<file path="config.mk">
export PLATFORM = sky130hd
export DESIGN_NAME = tci_irq_status
export DESIGN_NICKNAME = d
export VERILOG_FILES = /design/src/include/tci_pkg.sv /design/src/include/tci_word_if.sv /design/src/core/tci_irq_status.sv /design/src/core/tci_sticky_word.sv /design/src/core/tci_sig_change.sv
export SDC_FILE = /design/constraint.sdc
export NUM_CORES = 1
export LEC_CHECK = 0
export ABC_AREA = 1
export BUFFER_PORTS_ARGS = -buffer_cell sky130_fd_sc_hd__buf_2
export CORE_UTILIZATION = 40
export DETAILED_ROUTE_END_ITERATION = 6
export PLACE_DENSITY = 0.65
export SKIP_LAST_GASP = 1
export SLEW_MARGIN = 20
export SYNTH_ARGS = -nofsm -noshare
export SYNTH_HDL_FRONTEND = slang
export SYNTH_SLANG_ARGS = --single-unit
</file>
<file path="constraint.sdc">
create_clock -name clk_sys -period 2.3 [get_ports clk_sys]
set_clock_uncertainty 0.15 [all_clocks]
set_input_delay 0 -clock clk_sys [delete_from_list [all_inputs] [get_ports clk_sys]]
set_output_delay 0 -clock clk_sys [all_outputs]
set_load 0.1 [all_outputs]
</file>
<file path="src/include/tci_pkg.sv">
// shared constants for the counter wrap and event interrupt block
package tci_pkg;

	typedef logic [7:0] tci_byte_type;

	// ----------------------------------------------------------------
	// register offsets
	// ----------------------------------------------------------------
	localparam tci_byte_type ADDR_LINE_EVENT   = 8'h1c;
	localparam tci_byte_type ADDR_COUNTER_WRAP = 8'h1d;
	localparam tci_byte_type ADDR_LINK_EVENT   = 8'h1e;
	localparam tci_byte_type ADDR_WRAP_LATCH   = 8'h1f;

	// ----------------------------------------------------------------
	// word slots inside the block
	// ----------------------------------------------------------------
	localparam int IDX_LINE  = 0;
	localparam int IDX_WRAP  = 1;
	localparam int IDX_LINK  = 2;
	localparam int IDX_LATCH = 3;
	localparam int NUM_WORDS = 4;

	// ----------------------------------------------------------------
	// reset values and fixed patterns
	// ----------------------------------------------------------------
	localparam tci_byte_type WORD_RESET = 8'h00;
	localparam tci_byte_type WRAP_FROM  = 8'hff;
	localparam tci_byte_type WRAP_TO    = 8'h00;
	localparam tci_byte_type LINE_USED  = 8'hde;
	localparam tci_byte_type LINK_USED  = 8'h7f;
	localparam tci_byte_type LATCH_OPEN = 8'hff;

	// ----------------------------------------------------------------
	// field positions, counter word and latch share one order
	// ----------------------------------------------------------------
	localparam int POS_FRAME_BIT_ERR = 7;
	localparam int POS_CRC6          = 6;
	localparam int POS_OUT_OF_FRAME  = 5;
	localparam int POS_ALIGN_CHANGE  = 4;
	localparam int POS_BIPOLAR_VIOL  = 3;
	localparam int POS_PATTERN_ERR   = 2;
	localparam int POS_PATTERN_MF    = 1;
	localparam int POS_MF_SYNC_LOSS  = 0;
	localparam int POS_FDL_LINK      = 6;
	localparam int POS_CH24_LINK     = 5;
	localparam int POS_LOOP_PATTERN  = 4;
	localparam int POS_ONE_SECOND    = 3;
	localparam int POS_FIVE_SECOND   = 2;
	localparam int POS_BIT_MESSAGE   = 1;
	localparam int POS_SIGNALING     = 0;

	// ----------------------------------------------------------------
	// timing
	// ----------------------------------------------------------------
	localparam int CLK_PERIOD_NS   = 10;
	localparam int MS_TICK_NS      = 1000000;
	localparam int MS_TICK_CYCLES  = MS_TICK_NS / CLK_PERIOD_NS;
	localparam int SIG_DEBOUNCE_MS = 6;

endpackage : tci_pkg

</file>
<file path="src/include/tci_word_if.sv">
// carrier between the top and one sticky status word
interface tci_word_if;
	logic [7:0] set;
	logic [7:0] mask;
	logic       clr;
	logic [7:0] word;
	modport holder (input set, input mask, input clr, output word);
	modport user (output set, output mask, output clr, input word);
endinterface : tci_word_if

</file>
<file path="src/core/tci_irq_status.sv">
// counter wrap latch and interrupt status words of the t1 framer
module tci_irq_status #(
	parameter int TICK_CYCLES = tci_pkg::MS_TICK_CYCLES
) (
	// clock and reset
	input wire logic            clk_sys,
	input wire logic            resetn,
	// processor read port
	input wire logic            cpu_rd,
	input wire logic [7:0]      cpu_addr,
	output logic [7:0]          cpu_rdata,
	output logic                cpu_rvalid,
	// masks from the mask registers
	input wire logic [7:0]      line_event_mask,
	input wire logic [7:0]      counter_wrap_mask,
	input wire logic [7:0]      link_event_mask,
	// low bytes of the monitoring counters, index is the bit position
	input wire logic [7:0][7:0] wrap_cnt,
	// line events, one bit per status bit
	input wire logic [7:0]      line_event,
	// link and timer sources
	input wire logic            fdl_ctrl_event,
	input wire logic            ch24_ctrl_event,
	input wire logic            loop_pattern_event,
	input wire logic            one_second_flag,
	input wire logic            five_second_flag,
	input wire logic            bit_message_event,
	input wire logic [3:0]      sig_bits,
	input wire logic            signaling_debounce_en
);

	localparam logic [16:0] TICK_LAST = 17'(TICK_CYCLES - 1);

	logic [7:0][7:0] prev_cnt;
	logic [7:0]      wrap_evt;
	logic            one_second_prev;
	logic            five_second_prev;
	logic            signaling_change;
	logic [16:0]     tick_cnt;
	logic            tick_ms;
	logic [7:0]      link_set;
	logic [7:0]      next_rdata;
	logic [3:0]      rd_clr;
	logic [7:0]      sets  [tci_pkg::NUM_WORDS];
	logic [7:0]      masks [tci_pkg::NUM_WORDS];
	logic [7:0]      words [tci_pkg::NUM_WORDS];

	tci_word_if wif [tci_pkg::NUM_WORDS] ();

	// ----------------------------------------------------------------
	// status word holders
	// ----------------------------------------------------------------
	for (genvar g = 0; g < tci_pkg::NUM_WORDS; g++) begin : g_word
		assign wif[g].set  = sets[g];
		assign wif[g].mask = masks[g];
		assign wif[g].clr  = rd_clr[g];
		assign words[g]    = wif[g].word;
		tci_sticky_word u_word (
			.clk_sys (clk_sys),
			.resetn  (resetn),
			.wp      (wif[g])
		);
	end

	// ----------------------------------------------------------------
	// counter wrap detection
	// ----------------------------------------------------------------
	// reset to the wrap target so a reset can never look like a wrap
	always_ff @(posedge clk_sys) begin
		if (!resetn) begin
			prev_cnt <= {8{tci_pkg::WRAP_TO}};
		end else begin
			prev_cnt <= wrap_cnt;
		end
	end

	for (genvar c = 0; c < 8; c++) begin : g_wrap
		assign wrap_evt[c] = (prev_cnt[c] == tci_pkg::WRAP_FROM)
			&& (wrap_cnt[c] == tci_pkg::WRAP_TO);
	end

	// ----------------------------------------------------------------
	// timer flag edges
	// ----------------------------------------------------------------
	always_ff @(posedge clk_sys) begin
		if (!resetn) begin
			one_second_prev  <= 1'b0;
			five_second_prev <= 1'b0;
		end else begin
			one_second_prev  <= one_second_flag;
			five_second_prev <= five_second_flag;
		end
	end

	// ----------------------------------------------------------------
	// millisecond enable for the signaling debounce
	// ----------------------------------------------------------------
	always_ff @(posedge clk_sys) begin
		if (!resetn) begin
			tick_cnt <= 17'h00000;
			tick_ms  <= 1'b0;
		end else if (tick_cnt == TICK_LAST) begin
			tick_cnt <= 17'h00000;
			tick_ms  <= 1'b1;
		end else begin
			tick_cnt <= tick_cnt + 17'h00001;
			tick_ms  <= 1'b0;
		end
	end

	tci_sig_change u_sig (
		.clk_sys     (clk_sys),
		.resetn      (resetn),
		.tick_ms     (tick_ms),
		.debounce_en (signaling_debounce_en),
		.sig_bits    (sig_bits),
		.change      (signaling_change)
	);

	// ----------------------------------------------------------------
	// set sources of each word
	// ----------------------------------------------------------------
	always_comb begin
		link_set = tci_pkg::WORD_RESET;
		link_set[tci_pkg::POS_FDL_LINK]     = fdl_ctrl_event;
		link_set[tci_pkg::POS_CH24_LINK]    = ch24_ctrl_event;
		link_set[tci_pkg::POS_LOOP_PATTERN] = loop_pattern_event;
		link_set[tci_pkg::POS_ONE_SECOND]   = one_second_flag && !one_second_prev;
		link_set[tci_pkg::POS_FIVE_SECOND]  = five_second_flag && !five_second_prev;
		link_set[tci_pkg::POS_BIT_MESSAGE]  = bit_message_event;
		link_set[tci_pkg::POS_SIGNALING]    = signaling_change;
	end

	always_comb begin
		sets[tci_pkg::IDX_LINE]   = line_event & tci_pkg::LINE_USED;
		sets[tci_pkg::IDX_WRAP]   = wrap_evt;
		sets[tci_pkg::IDX_LINK]   = link_set & tci_pkg::LINK_USED;
		sets[tci_pkg::IDX_LATCH]  = wrap_evt;
		masks[tci_pkg::IDX_LINE]  = line_event_mask;
		masks[tci_pkg::IDX_WRAP]  = counter_wrap_mask;
		masks[tci_pkg::IDX_LINK]  = link_event_mask;
		masks[tci_pkg::IDX_LATCH] = tci_pkg::LATCH_OPEN;
	end

	// ----------------------------------------------------------------
	// processor read decode
	// ----------------------------------------------------------------
	// writes have no target here; other offsets read as zero
	always_comb begin
		next_rdata = tci_pkg::WORD_RESET;
		rd_clr     = 4'h0;
		if (!cpu_rd) begin
			next_rdata = tci_pkg::WORD_RESET;
		end else if (cpu_addr == tci_pkg::ADDR_LINE_EVENT) begin
			next_rdata                = words[tci_pkg::IDX_LINE];
			rd_clr[tci_pkg::IDX_LINE] = 1'b1;
		end else if (cpu_addr == tci_pkg::ADDR_COUNTER_WRAP) begin
			next_rdata                = words[tci_pkg::IDX_WRAP];
			rd_clr[tci_pkg::IDX_WRAP] = 1'b1;
		end else if (cpu_addr == tci_pkg::ADDR_LINK_EVENT) begin
			next_rdata                = words[tci_pkg::IDX_LINK];
			rd_clr[tci_pkg::IDX_LINK] = 1'b1;
		end else if (cpu_addr == tci_pkg::ADDR_WRAP_LATCH) begin
			next_rdata                 = words[tci_pkg::IDX_LATCH];
			rd_clr[tci_pkg::IDX_LATCH] = 1'b1;
		end
	end

	always_ff @(posedge clk_sys) begin
		if (!resetn) begin
			cpu_rdata  <= tci_pkg::WORD_RESET;
			cpu_rvalid <= 1'b0;
		end else begin
			cpu_rdata  <= next_rdata;
			cpu_rvalid <= cpu_rd;
		end
	end

	// ----------------------------------------------------------------
	// checks
	// ----------------------------------------------------------------
	a_frame_bit_wrap: assert property (@(posedge clk_sys) disable iff (!resetn)
		($past(wrap_cnt[7]) == 8'hff && wrap_cnt[7] == 8'h00 && counter_wrap_mask[7])
		|=> words[1][7])
		else $error("framing bit counter wrap not flagged");

	a_crc6_wrap: assert property (@(posedge clk_sys) disable iff (!resetn)
		($past(wrap_cnt[6]) == 8'hff && wrap_cnt[6] == 8'h00 && counter_wrap_mask[6])
		|=> words[1][6])
		else $error("crc-6 counter wrap not flagged");

	a_oof_wrap: assert property (@(posedge clk_sys) disable iff (!resetn)
		($past(wrap_cnt[5]) == 8'hff && wrap_cnt[5] == 8'h00 && counter_wrap_mask[5])
		|=> words[1][5])
		else $error("out-of-frame counter wrap not flagged");

	a_align_wrap: assert property (@(posedge clk_sys) disable iff (!resetn)
		($past(wrap_cnt[4]) == 8'hff && wrap_cnt[4] == 8'h00 && counter_wrap_mask[4])
		|=> words[1][4])
		else $error("alignment change counter wrap not flagged");

	a_bipolar_wrap: assert property (@(posedge clk_sys) disable iff (!resetn)
		($past(wrap_cnt[3]) == 8'hff && wrap_cnt[3] == 8'h00 && counter_wrap_mask[3])
		|=> words[1][3])
		else $error("bipolar counter wrap not flagged");

	a_pattern_wrap: assert property (@(posedge clk_sys) disable iff (!resetn)
		($past(wrap_cnt[2]) == 8'hff && wrap_cnt[2] == 8'h00 && counter_wrap_mask[2])
		|=> words[1][2])
		else $error("pattern error counter wrap not flagged");

	a_pattern_mf_wrap: assert property (@(posedge clk_sys) disable iff (!resetn)
		($past(wrap_cnt[1]) == 8'hff && wrap_cnt[1] == 8'h00 && counter_wrap_mask[1])
		|=> words[1][1])
		else $error("pattern multiframe counter wrap not flagged");

	a_sync_loss_wrap: assert property (@(posedge clk_sys) disable iff (!resetn)
		($past(wrap_cnt[0]) == 8'hff && wrap_cnt[0] == 8'h00 && counter_wrap_mask[0])
		|=> words[1][0])
		else $error("sync loss counter wrap not flagged");

	a_no_false_wrap: assert property (@(posedge clk_sys) disable iff (!resetn)
		(wrap_cnt[7] != 8'h00) |=> !$rose(words[3][7]))
		else $error("latch set without a wrap");

	a_read_clears: assert property (@(posedge clk_sys) disable iff (!resetn)
		(cpu_rd && cpu_addr == 8'h1d && wrap_evt == 8'h00) |=> words[1] == 8'h00)
		else $error("counter word not cleared by read");

	a_fdl_event: assert property (@(posedge clk_sys) disable iff (!resetn)
		(fdl_ctrl_event && link_event_mask[6]) |=> words[2][6])
		else $error("facility link event missed");

	a_ch24_event: assert property (@(posedge clk_sys) disable iff (!resetn)
		(ch24_ctrl_event && link_event_mask[5]) |=> words[2][5])
		else $error("channel 24 link event missed");

	a_loop_event: assert property (@(posedge clk_sys) disable iff (!resetn)
		(loop_pattern_event && link_event_mask[4]) |=> words[2][4])
		else $error("loop pattern event missed");

	a_one_second: assert property (@(posedge clk_sys) disable iff (!resetn)
		($rose(one_second_flag) && link_event_mask[3]) |=> words[2][3])
		else $error("one second edge missed");

	a_five_second: assert property (@(posedge clk_sys) disable iff (!resetn)
		($rose(five_second_flag) && link_event_mask[2]) |=> words[2][2])
		else $error("five second edge missed");

	a_bit_message: assert property (@(posedge clk_sys) disable iff (!resetn)
		(bit_message_event && link_event_mask[1]) |=> words[2][1])
		else $error("bit message event missed");

	a_sig_raw: assert property (@(posedge clk_sys) disable iff (!resetn)
		(!signaling_debounce_en && !$past(signaling_debounce_en)
		&& sig_bits != $past(sig_bits) && link_event_mask[0])
		|=> ##1 (words[2][0] || !$past(link_event_mask[0])))
		else $error("signaling change not flagged");

	a_unused_zero: assert property (@(posedge clk_sys) disable iff (!resetn)
		!words[0][5] && !words[0][0] && !words[2][7])
		else $error("unused status bit set");

	a_latch_wrap: assert property (@(posedge clk_sys) disable iff (!resetn)
		($past(wrap_cnt[4]) == 8'hff && wrap_cnt[4] == 8'h00) |=> words[3][4])
		else $error("wrap latch not set");

	a_latch_read: assert property (@(posedge clk_sys) disable iff (!resetn)
		(cpu_rd && cpu_addr == 8'h1f)
		|=> cpu_rvalid && cpu_rdata == $past(words[3]) && words[3] == $past(wrap_evt))
		else $error("latch read data or clear wrong");

	a_line_event: assert property (@(posedge clk_sys) disable iff (!resetn)
		(line_event[7] && line_event_mask[7]) |=> words[0][7])
		else $error("line event missed");

	a_reset_zero: assert property (@(posedge clk_sys) disable iff (!resetn)
		$rose(resetn) |-> (words[0] | words[1] | words[2] | words[3]) == 8'h00)
		else $error("status not zero after reset");

endmodule : tci_irq_status

</file>
<file path="src/core/tci_sticky_word.sv">
// one read-to-clear sticky status word
module tci_sticky_word (
	// clock and reset
	input wire logic   clk_sys,
	input wire logic   resetn,
	// word port
	tci_word_if.holder wp
);

	logic [7:0] next_word;
	logic [7:0] gated_set;

	// set wins over a clear in the same cycle
	always_comb begin
		gated_set = wp.set & wp.mask;
		next_word = (wp.word & ~{8{wp.clr}}) | gated_set;
	end

	always_ff @(posedge clk_sys) begin
		if (!resetn) begin
			wp.word <= tci_pkg::WORD_RESET;
		end else begin
			wp.word <= next_word;
		end
	end

	a_set_beats_clear: assert property (@(posedge clk_sys) disable iff (!resetn)
		(wp.clr && (wp.set & wp.mask) != 8'h00)
		|=> ((wp.word & $past(gated_set)) == $past(gated_set)))
		else $error("event lost on clearing read");

	a_masked_stays_low: assert property (@(posedge clk_sys) disable iff (!resetn)
		((wp.word & ~$past(wp.word) & ~$past(wp.mask)) == 8'h00))
		else $error("status bit set while masked");

endmodule : tci_sticky_word

</file>
<file path="src/core/tci_sig_change.sv">
// signaling pattern change detector with optional debounce
module tci_sig_change (
	// clock and reset
	input wire logic       clk_sys,
	input wire logic       resetn,
	// timing and control
	input wire logic       tick_ms,
	input wire logic       debounce_en,
	// received pattern
	input wire logic [3:0] sig_bits,
	// result
	output logic           change
);

	localparam logic [2:0] DEB_TICKS = 3'(tci_pkg::SIG_DEBOUNCE_MS);

	logic [3:0] last;
	logic [3:0] cand;
	logic [2:0] stable_cnt;
	logic       accept;

	// ------------------------------------------------------------
	// candidate pattern and its stability count
	// ------------------------------------------------------------
	// first tick may be partial, so stability is one ms short at worst
	always_ff @(posedge clk_sys) begin
		if (!resetn) begin
			cand       <= 4'h0;
			stable_cnt <= 3'h0;
		end else if (sig_bits != cand) begin
			cand       <= sig_bits;
			stable_cnt <= 3'h0;
		end else if (tick_ms && stable_cnt != DEB_TICKS) begin
			stable_cnt <= stable_cnt + 3'h1;
		end
	end

	always_comb begin
		if (debounce_en) begin
			accept = (stable_cnt == DEB_TICKS) && (cand != last);
		end else begin
			accept = (sig_bits != last);
		end
	end

	always_ff @(posedge clk_sys) begin
		if (!resetn) begin
			last <= 4'h0;
		end else if (accept) begin
			last <= debounce_en ? cand : sig_bits;
		end
	end

	always_ff @(posedge clk_sys) begin
		if (!resetn) begin
			change <= 1'b0;
		end else begin
			change <= accept;
		end
	end

	a_raw_change: assert property (@(posedge clk_sys) disable iff (!resetn)
		(!debounce_en && !$past(debounce_en) && sig_bits != $past(sig_bits)) |=> change)
		else $error("undebounced signaling change missed");

endmodule : tci_sig_change

</file>
==> results.cfg, run 1 <==
[setup_path]
critPathRequiredTime_ps = 2450
cp_common_cell = dlygate4sd3_1
critPathMaxStageDelay_ps = 580
slowest_stage = dlygate4sd3_1
worstPathArrival_ps = 2280
start_kind = input port
critPathKind = in -> reg
path_cells = dlygate4sd3_1, buf_2, nor3_4, buf_4, nand3_2, nand2_1, a21oi_1, dlygate4sd3_1
cp_max_fo = 17
cp-end-kind = register

[pwr]
clock_power_share = 0.466
max-vdd-ir-drop_mv = 0.4705
p_int_mw = 4.393
power_switching_mw = 1.264
p_comb_frac = 0.091
leakagePower_nw = 3.905
power.density_nw_per_um2 = 702.2
pwr-share-seq = 0.443
power_switching_share = 0.2234

[clocking]
numCtsBuffers = 17
h-tree-depth = 4
clock-sinks = 137
cts-root-buf = clkbuf_16
cts_tree = built
clock_path_buffers = 2
clkSlewWorstSetupHoldPaths_ps = 60
clk_latency_ps = 410

[yosys]
synth.avg_cell_area_um2 = 7.287
synth-seq-area-share = 0.5093
synth_cells = 739
yosys_register_bits = 137
syn_area_um2 = 5385
synth_cell_types = 28
yosys_warnings = 0
syn_nets = 860

[placement]
placed_cells = 1021
io_buffer_count = 121
gp_congestion = 0.8227
dp_hpwl_mm = 8.030

[global_routing]
grt_pass1_vias = 5243
grt_pass1_wl_mm = 22.74
grt_max_degree = 35
grt_overflow_total = 0
grt_usage = 0.2048
antenna_found_initial = 0

[sta]
maxSlewViolCount = 0
hold_violations = 0
post-route-period-util = 0.9295
setup_viol = 0
fin_crit_ps = 2138
tns_ps = 0
slew_headroom = 0.5570
tightest_slew_ps = 660.9
clock.fmax_mhz = 467.8
rsz0062_at_grt = no

[cells_and_area]
nets = 1117
antennaDiodeCount = 0
drive_gt1_frac = 0.1685
instances_no_fill = 1185
syn_to_final_growth_pct = 49.61

[floorplan]
dieArea_um2 = 13930
row_count = 42
die_h_um = 118.0
io-pin-count = 127
fp.dieW_um = 118.0
initial_utilization = 0.4083
core_area_um2 = 13190

[route]
ant_nets = 0
wl_per_cell_um = 11.20
vias = 5303
drt_pass1_iterations = 4
vias_per_cell = 4.475
wl_mm = 13.28
drtIter0Drc = 227
drc = 0

[min_path]
hold_class = in -> reg

[status]
status = finished, final reports clean

[flow_run]
cap_viol_max_count = 0
per-stage QoR:
step	cell area [um^2]	worst slack [ps]	utilization	power, mW	hold slack (ps)
after global routing	8056	62.48	0.6108	5.890	105.4
after floorplan	5385	852.7	-	2.737	-56.55
after detailed placement	6155	598.1	0.4666	2.898	46.31
after CTS	8048	203.5	0.6101	5.690	55.77
final	8056	162.2	0.6108	5.658	97.92
after global placement	6155	641.0	0.4666	2.891	43.81
cells by family after synthesis:
family / after synthesis / share of synthesized area
flops: 137 / 0.5093
simple gates: 413 / 0.3302
compound gates: 52 / 0.04856
fa+ha+maj: 3 / 0.006971
buf+inv: 125 / 0.09038
xor+xnor: 9 / 0.01464
power groups by stage:
stage                     clock network (mW)  registers [mW]  logic, mW
final                                   2.64            2.50      0.517
after CTS                               2.68            2.50      0.505
after detailed placement                   0            2.56      0.342
after global placement                     0            2.55      0.337
after global routing                    2.79            2.51      0.582
after floorplan                            0            2.55      0.184
synthesized netlist by cell type, drive strengths merged:
cell    instances  area share
xnor2           2      0.0033
nor3           14       0.021
inv           107       0.075
or2             2      0.0023
o21ai          11       0.010
nand2         214        0.15
nor2          105       0.073
clkbuf          4      0.0028
nand3b          2      0.0028
o22ai           1      0.0012
a21oi          40       0.037
ha              3      0.0070
buf            14       0.013
and2            1      0.0012
dfxtp         137        0.51
nand3          51       0.052
nand4          24       0.028
xor2            7       0.011
critical path: cells and delay by family:
family / cells / cell delay [ps]
compound gates: 1 / 70
simple gates: 3 / 670
buf+inv: 4 / 1540
layout make-up:
type | count | area (um^2)
clock inverters | 12 | 125.1
well taps | 176 | 220.2
repair buffers | 255 | 1939
repair inverters | 1 | 5.005
multi-input cells | 477 | 2162
clock buffers | 20 | 456.7
inverters | 107 | 405.4
fillers | 1125 | 5134
flip-flops and latches | 137 | 2743
path summary, 6_finish.rpt:
kind | from | to | slack (ps) | cells after the start
worst max register to register | prev_cnt[62] | g_word[1].u_word.wp.word[7] | 680 | 5
worst min register to register | g_word[2].u_word.wp.word[7] | g_word[2].u_word.wp.word[7] | 290 | 2
worst max-delay path | cpu_addr[7] | g_word[1].u_word.wp.word[7] | 160 | 8
worst min-delay path | cpu_addr[4] | cpu_rdata[6] | 100 | 7
routing by layer:
layer  routed length [um]  share of wire  up-vias  global-route usage
met5                    0              0        -                   0
met4                  242          0.018        0             0.07772
met3                  527          0.040       20             0.05136
met2                 6645           0.50      110              0.3647
met1                 5861           0.44     2366              0.2343
li1                     -              -     2807                   -
registers in the layout (all words and copies together), names as in the netlist:
name	cells
prev_cnt	64
g_word.u_word.wp.word	32
tick_cnt	17
cpu_rdata	8
u_sig.cand	4
u_sig.last	4
u_sig.stable_cnt	3
cpu_rvalid	1
five_second_prev	1
one_second_prev	1
tick_ms	1
u_sig.change	1
layout by cell type (no fill, tap or decap), drive strengths merged:
cell,instances
nand4,24
clkinvlp,5
o22ai,1
clkbuf,20
ha,3
and2,1
xor2,7
or2,2
nand2,214
dfxtp,137
xnor2,2
nor3,14
nand3,51
o21ai,11
inv,106
nor2,105
buf,124
dlygate4sd3,131
a21oi,40
nand3b,2
clkinv,7
bufinv,2
what timing repair did:
| action | 4_1_cts | 5_1_grt |
|---|---|---|
| buffers inserted | 0 | 0 |
| endpoints found under the hold margin | 119 | 0 |
| hold buffers | 131 | 0 |
| resized for setup | 0 | 1 |
| endpoints found under the setup margin | 0 | 2 |
Power figures use the tool's default switching activity.
==> inputs of run 2 (changes only) <==
--- a/config.mk
+++ b/config.mk
@@ -15,3 +15,4 @@
 export SYNTH_ARGS = -nofsm -noshare
 export SYNTH_HDL_FRONTEND = slang
 export SYNTH_SLANG_ARGS = --single-unit
+export TNS_END_PERCENT = 100
==> constraint.sdc (replaced) <==
create_clock -name clk_sys -period 2.3 [get_ports clk_sys]
set_clock_uncertainty 0.15 [all_clocks]
set_input_delay 0.575 -clock clk_sys [delete_from_list [all_inputs] [get_ports clk_sys]]
set_output_delay 0.575 -clock clk_sys [all_outputs]
set_load 0.1 [all_outputs]
==> results.cfg, run 2 (same netlist as run 1, synthesis figures left out) <==
[status]
status = finished, final reports clean

[setup_path]
path_cells = buf_2
worstPathArrival_ps = 1150
start_kind = register
cpLargestDelayFamily = buffers and inverters
slowest_stage = buf_2
cp_max_fo = 1
critPathRequiredTime_ps = 1570
critPathMaxStageDelay_ps = 420
crit_buf_inv = 1
critPathKind = reg -> out
rrSetupSlack_ps = 670
r2r-start = tick_cnt[0]
crit_start = cpu_rdata[0]
cp-end-kind = output pin

[route]
wl_per_cell_um = 10.37
wl_mm = 10.96
vias_per_cell = 4.449
vias = 4703
drtIter0Drc = 192
drt_pass1_iterations = 5
ant_nets = 0
drc = 0

[floorplan]
io-pin-count = 127
core_area_um2 = 13190
dieArea_um2 = 13930
die_h_um = 118.0
fp.dieW_um = 118.0
initial_utilization = 0.4083
row_count = 42

[sta]
post-route-period-util = 0.8166
setup_viol = 0
clock.fmax_mhz = 532.4
slew_headroom = 0.6775
tns_ps = 0
hold_violations = 0
holdWs_ps = 203.3
fin_crit_ps = 1878
rsz0062_at_grt = no
tightest_slew_ps = 487.1
maxSlewViolCount = 0

[cells_and_area]
nets = 989
drive_gt1_frac = 0.1941
reg.largest.list = prev_cnt x64, g_word.u_word.wp.word x32, tick_cnt x17
antennaDiodeCount = 0
final_common_cell = nand2_1
largest_register_ffs = 64
final_cell_mix = nand2_1 (212), dfxtp_1 (137), buf_2 (121), inv_1 (105), nor2_1 (105)
top_register = prev_cnt
syn_to_final_growth_pct = 26.51

[clocking]
clock-sinks = 137
clkSlewWorstSetupHoldPaths_ps = 60
hold_buffers = 0
cts_tree = built
ctsResizeCount = 0
numCtsBuffers = 17
h-tree-depth = 4
clock_path_buffers = 2
cts-root-buf = clkbuf_16
cts_setup_buffers = 0
clk_latency_ps = 410

[placement]
gp_congestion = 0.8181
io_buffer_count = 121
dp_hpwl_mm = 8.193

[global_routing]
grt_pass1_vias = 4324
met3_usage = 0.04700
grt_use_met1 = 0.1965
grt_overflow_total = 0
antenna_found_initial = 0
grt_pass1_wl_mm = 18.62
grt_max_degree = 28
top_usage_layer = met2
grt_usage = 0.1688
use_met2 = 0.2897

[pwr]
leakagePower_nw = 3.395
power.density_nw_per_um2 = 835.7
max-vdd-ir-drop_mv = 0.5725

[flow_run]
cap_viol_max_count = 0

[min_path]
hold_class = in -> reg
min-delay-start = wrap_cnt[21]
## run 2: area by class of cell
class | instances | area (um^2)
Fill cell | 1343 | 6377
Sequential cell | 137 | 2743
Multi-Input combinational cell | 477 | 2162
Timing Repair Buffer | 128 | 658.1
Clock buffer | 21 | 460.4
Inverter | 107 | 401.6
Tap cell | 176 | 220.2
Clock inverter | 11 | 167.7
## run 2: path summary, 6_finish.rpt
path                            endpoint  depth (start not counted)
min                         prev_cnt[21]                          3
max                         cpu_rdata[0]                          1
max reg2reg                  tick_cnt[8]                          8
min reg2reg  g_word[2].u_word.wp.word[7]                          2
## run 2: metal layers
layer	wire [um]	vias up
li1	-	2547
met1	5148	2044
met2	5087	95
met3	520	17
met4	204	0
met5	0	-
## run 2: power breakdown
| group | total, mW | switching [mW] | internal, mW |
|---|---|---|---|
| Clock | 2.85 | 0.975 | 1.87 |
| Combinational | 0.343 | 0.197 | 0.146 |
| Sequential | 2.50 | 0.0352 | 2.47 |
| Total | 5.69 | 1.21 | 4.49 |
## run 2: per-stage QoR
| step | cells | setup WS, ps | util | total power, mW | instance area (um^2) |
|---|---|---|---|---|---|
| finish | 1057 | 421.7 | 0.5165 | 5.693 | 6813 |
| global route | 1057 | 384.0 | 0.5165 | 5.914 | 6813 |
| CTS | 1057 | 398.1 | 0.5165 | 5.763 | 6813 |
| detailed placement | 1025 | 334.4 | 0.4689 | 2.903 | 6185 |
| global placement | 1025 | 355.3 | 0.4689 | 2.896 | 6185 |
| floorplan | 739 | 666.0 | - | 2.737 | 5385 |
==> inputs of run 3 (changes only) <==
--- a/config.mk
+++ b/config.mk
@@ -5,11 +5,11 @@
 export SDC_FILE = /design/constraint.sdc
 export NUM_CORES = 1
 export LEC_CHECK = 0
-export ABC_AREA = 1
+export ABC_AREA = 0
 export BUFFER_PORTS_ARGS = -buffer_cell sky130_fd_sc_hd__buf_2
 export CORE_UTILIZATION = 40
 export DETAILED_ROUTE_END_ITERATION = 6
-export PLACE_DENSITY = 0.65
+export PLACE_DENSITY = 0.68
 export SKIP_LAST_GASP = 1
 export SLEW_MARGIN = 20
 export SYNTH_ARGS = -nofsm -noshare
==> constraint.sdc (replaced) <==
create_clock -name clk_sys -period 1.6 [get_ports clk_sys]
set_clock_uncertainty 0.15 [all_clocks]
set_input_delay 0.4 -clock clk_sys [delete_from_list [all_inputs] [get_ports clk_sys]]
set_output_delay 0.4 -clock clk_sys [all_outputs]
set_load 0.1 [all_outputs]
==> results.cfg, run 3 <==
[floorplan]
io-pin-count = 127
core_area_um2 = 12060
initial_utilization = 0.4121
die_h_um = 113.5
fp.dieW_um = 113.5
row_count = 40
dieArea_um2 = 12880

[sta]
hold_violations = 0
setup_viol = 1
clock.fmax_mhz = 611.8
fin_crit_ps = 1635
post-route-period-util = 1.022
worst_slack_ps = -34.53
maxSlewViolCount = 0
holdWs_ps = 37.54
slew_headroom = 0.7230
rsz0062_at_grt = yes
tightest_slew_ps = 415.6

[status]
violations = negative setup slack
status = finished, violations left

[setup_path]
path_cells = inv_2, a222oi_1, or4b_4, a311oi_2
critPathRequiredTime_ps = 1770
worstSetupEndpoint = u_sig.stable_cnt[1]
cp_max_fo = 3
worstPathArrival_ps = 1810
crit_start = u_sig.cand[0]
cp-end-kind = register
slowest_stage = or4b_4
start_kind = register
cpLargestDelayFamily = simple AND/OR/NAND/NOR gates
critPathKind = reg -> reg
crit_buf_inv = 1
r2r-start = u_sig.cand[0]
cp.depth = 4
r2r_cells = 4
rrSetupSlack_ps = -30
critPathMaxStageDelay_ps = 540
r2r-end = u_sig.stable_cnt[1]

[route]
ant_nets = 0
drc = 0
vias = 4048
drtIter0Drc = 144
wl_per_cell_um = 13.66
vias_per_cell = 4.913
drt_pass1_iterations = 4
wl_mm = 11.26

[yosys]
synth-edff-count = 0
ys_top_cells_by_count = dfxtp_1 (137), and2_1 (71), nand2_1 (49)
yosys_register_bits = 137
yosysMostFrequentCell = dfxtp_1
yosys_warnings = 0
synth_cell_types = 43
synth_top_cell_area_share = 0.5517
synthFlopType = dfxtp_1
syn_nets = 607
synthDominantAreaCellType = dfxtp_1
syn_area_um2 = 4971
synthTopCellsByArea = dfxtp_1 (55%), and2_1 (8.9%), nand2_1 (3.7%), xnor2_1 (3.5%), a32o_1 (2.6%)
synth.avg_cell_area_um2 = 10.23
synth_cells = 486
synth-seq-area-share = 0.5517
synth-async-reset-ratio = 0

[pwr]
leakagePower_nw = 2.786
power.density_nw_per_um2 = 1160
power.total_mw = 7.869
max-vdd-ir-drop_mv = 0.6812

[global_routing]
grt_max_degree = 22
grt_usage = 0.1894
grt_pass1_wl_mm = 18.89
antenna_found_initial = 1
grt_pass1_vias = 4215
grt_overflow_total = 0

[cells_and_area]
final_cell_mix = dfxtp_1 (134), buf_2 (110), and2_1 (71), nand2_1 (46), buf_4 (40)
instances_no_fill = 824
fin_util = 0.5627
syn_to_final_growth_pct = 36.52
drive_gt1_frac = 0.3293
antennaDiodeCount = 0
final_common_cell = dfxtp_1
top_register = prev_cnt
nets = 767
reg.largest.list = prev_cnt x64, g_word.u_word.wp.word x32, tick_cnt x17
largest_register_ffs = 64

[clocking]
clkSlewWorstSetupHoldPaths_ps = 60
clock_path_buffers = 2
h-tree-depth = 4
clock-sinks = 137
cts-root-buf = clkbuf_16
numCtsBuffers = 17
cts_tree = built
clk_latency_ps = 410
hold_buffers = 0

[min_path]
hold_class = in -> reg
min-delay-start = wrap_cnt[3]

[placement]
io_buffer_count = 121
dp_hpwl_mm = 8.494
placed_cells = 794
gp_congestion = 0.7901

[flow_run]
cap_viol_max_count = 0
==> run 3: stage by stage <==
stage	instance area (um^2)	setup WS, ps	setup TNS [ps]
floorplan	4989	-231.6	-1629
global placement	6112	-391.5	-6214
detailed placement	6112	-446.1	-7353
CTS	6690	-53.78	-79.25
global route	6787	-134.1	-271.2
finish	6787	-34.53	-34.53
==> run 3: timing repair <==
item	4_1_cts	5_1_grt
buffers inserted	0	1
pin swaps	0	4
resized for setup	3	20
endpoints found under the setup margin	14	32
==> run 3: cell type report <==
cell class | count | area (um^2)
flip-flops and latches | 137 | 2746
fillers | 1006 | 5275
clock buffers | 21 | 470.5
clock inverters | 8 | 97.59
multi-input cells | 321 | 2211
repair buffers | 159 | 1013
inverters | 10 | 37.54
well taps | 168 | 210.2
==> run 3: metal layers <==
layer  wire length (um)  up-vias  GRT usage
li1                   -     2045          -
met1               4713     1881     0.2106
met2               5666      102     0.3321
met3                672       18    0.06057
met4                189        2    0.08158
met5                 13        -          0
==> run 3: worst min path at each step <==
| stage | depth (start not counted) | endpoint | slack, ps |
|---|---|---|---|
| finish | 2 | prev_cnt[3] | 40 |
| global route | 2 | prev_cnt[3] | 30 |
| CTS | 2 | prev_cnt[53] | 40 |
| detailed placement | 2 | g_word[1].u_word.wp.word[5] | 280 |
| global placement | 2 | g_word[1].u_word.wp.word[7] | 280 |
| floorplan | 2 | g_word[1].u_word.wp.word[3] | 260 |
==> run 3: where the power goes <==
part	internal, mW	total [mW]	switching, mW
clock network	2.38	3.73	1.35
logic	0.278	0.519	0.241
registers	3.55	3.62	0.0653
==> run 3: cell families after synthesis <==
kind of cell / share of synthesized area
compound gates: 0.07400
xor+xnor: 0.04581
fa+ha+maj: 0.007552
buf+inv: 0.02189
flops: 0.5517
mux: 0.01611
simple gates: 0.2829
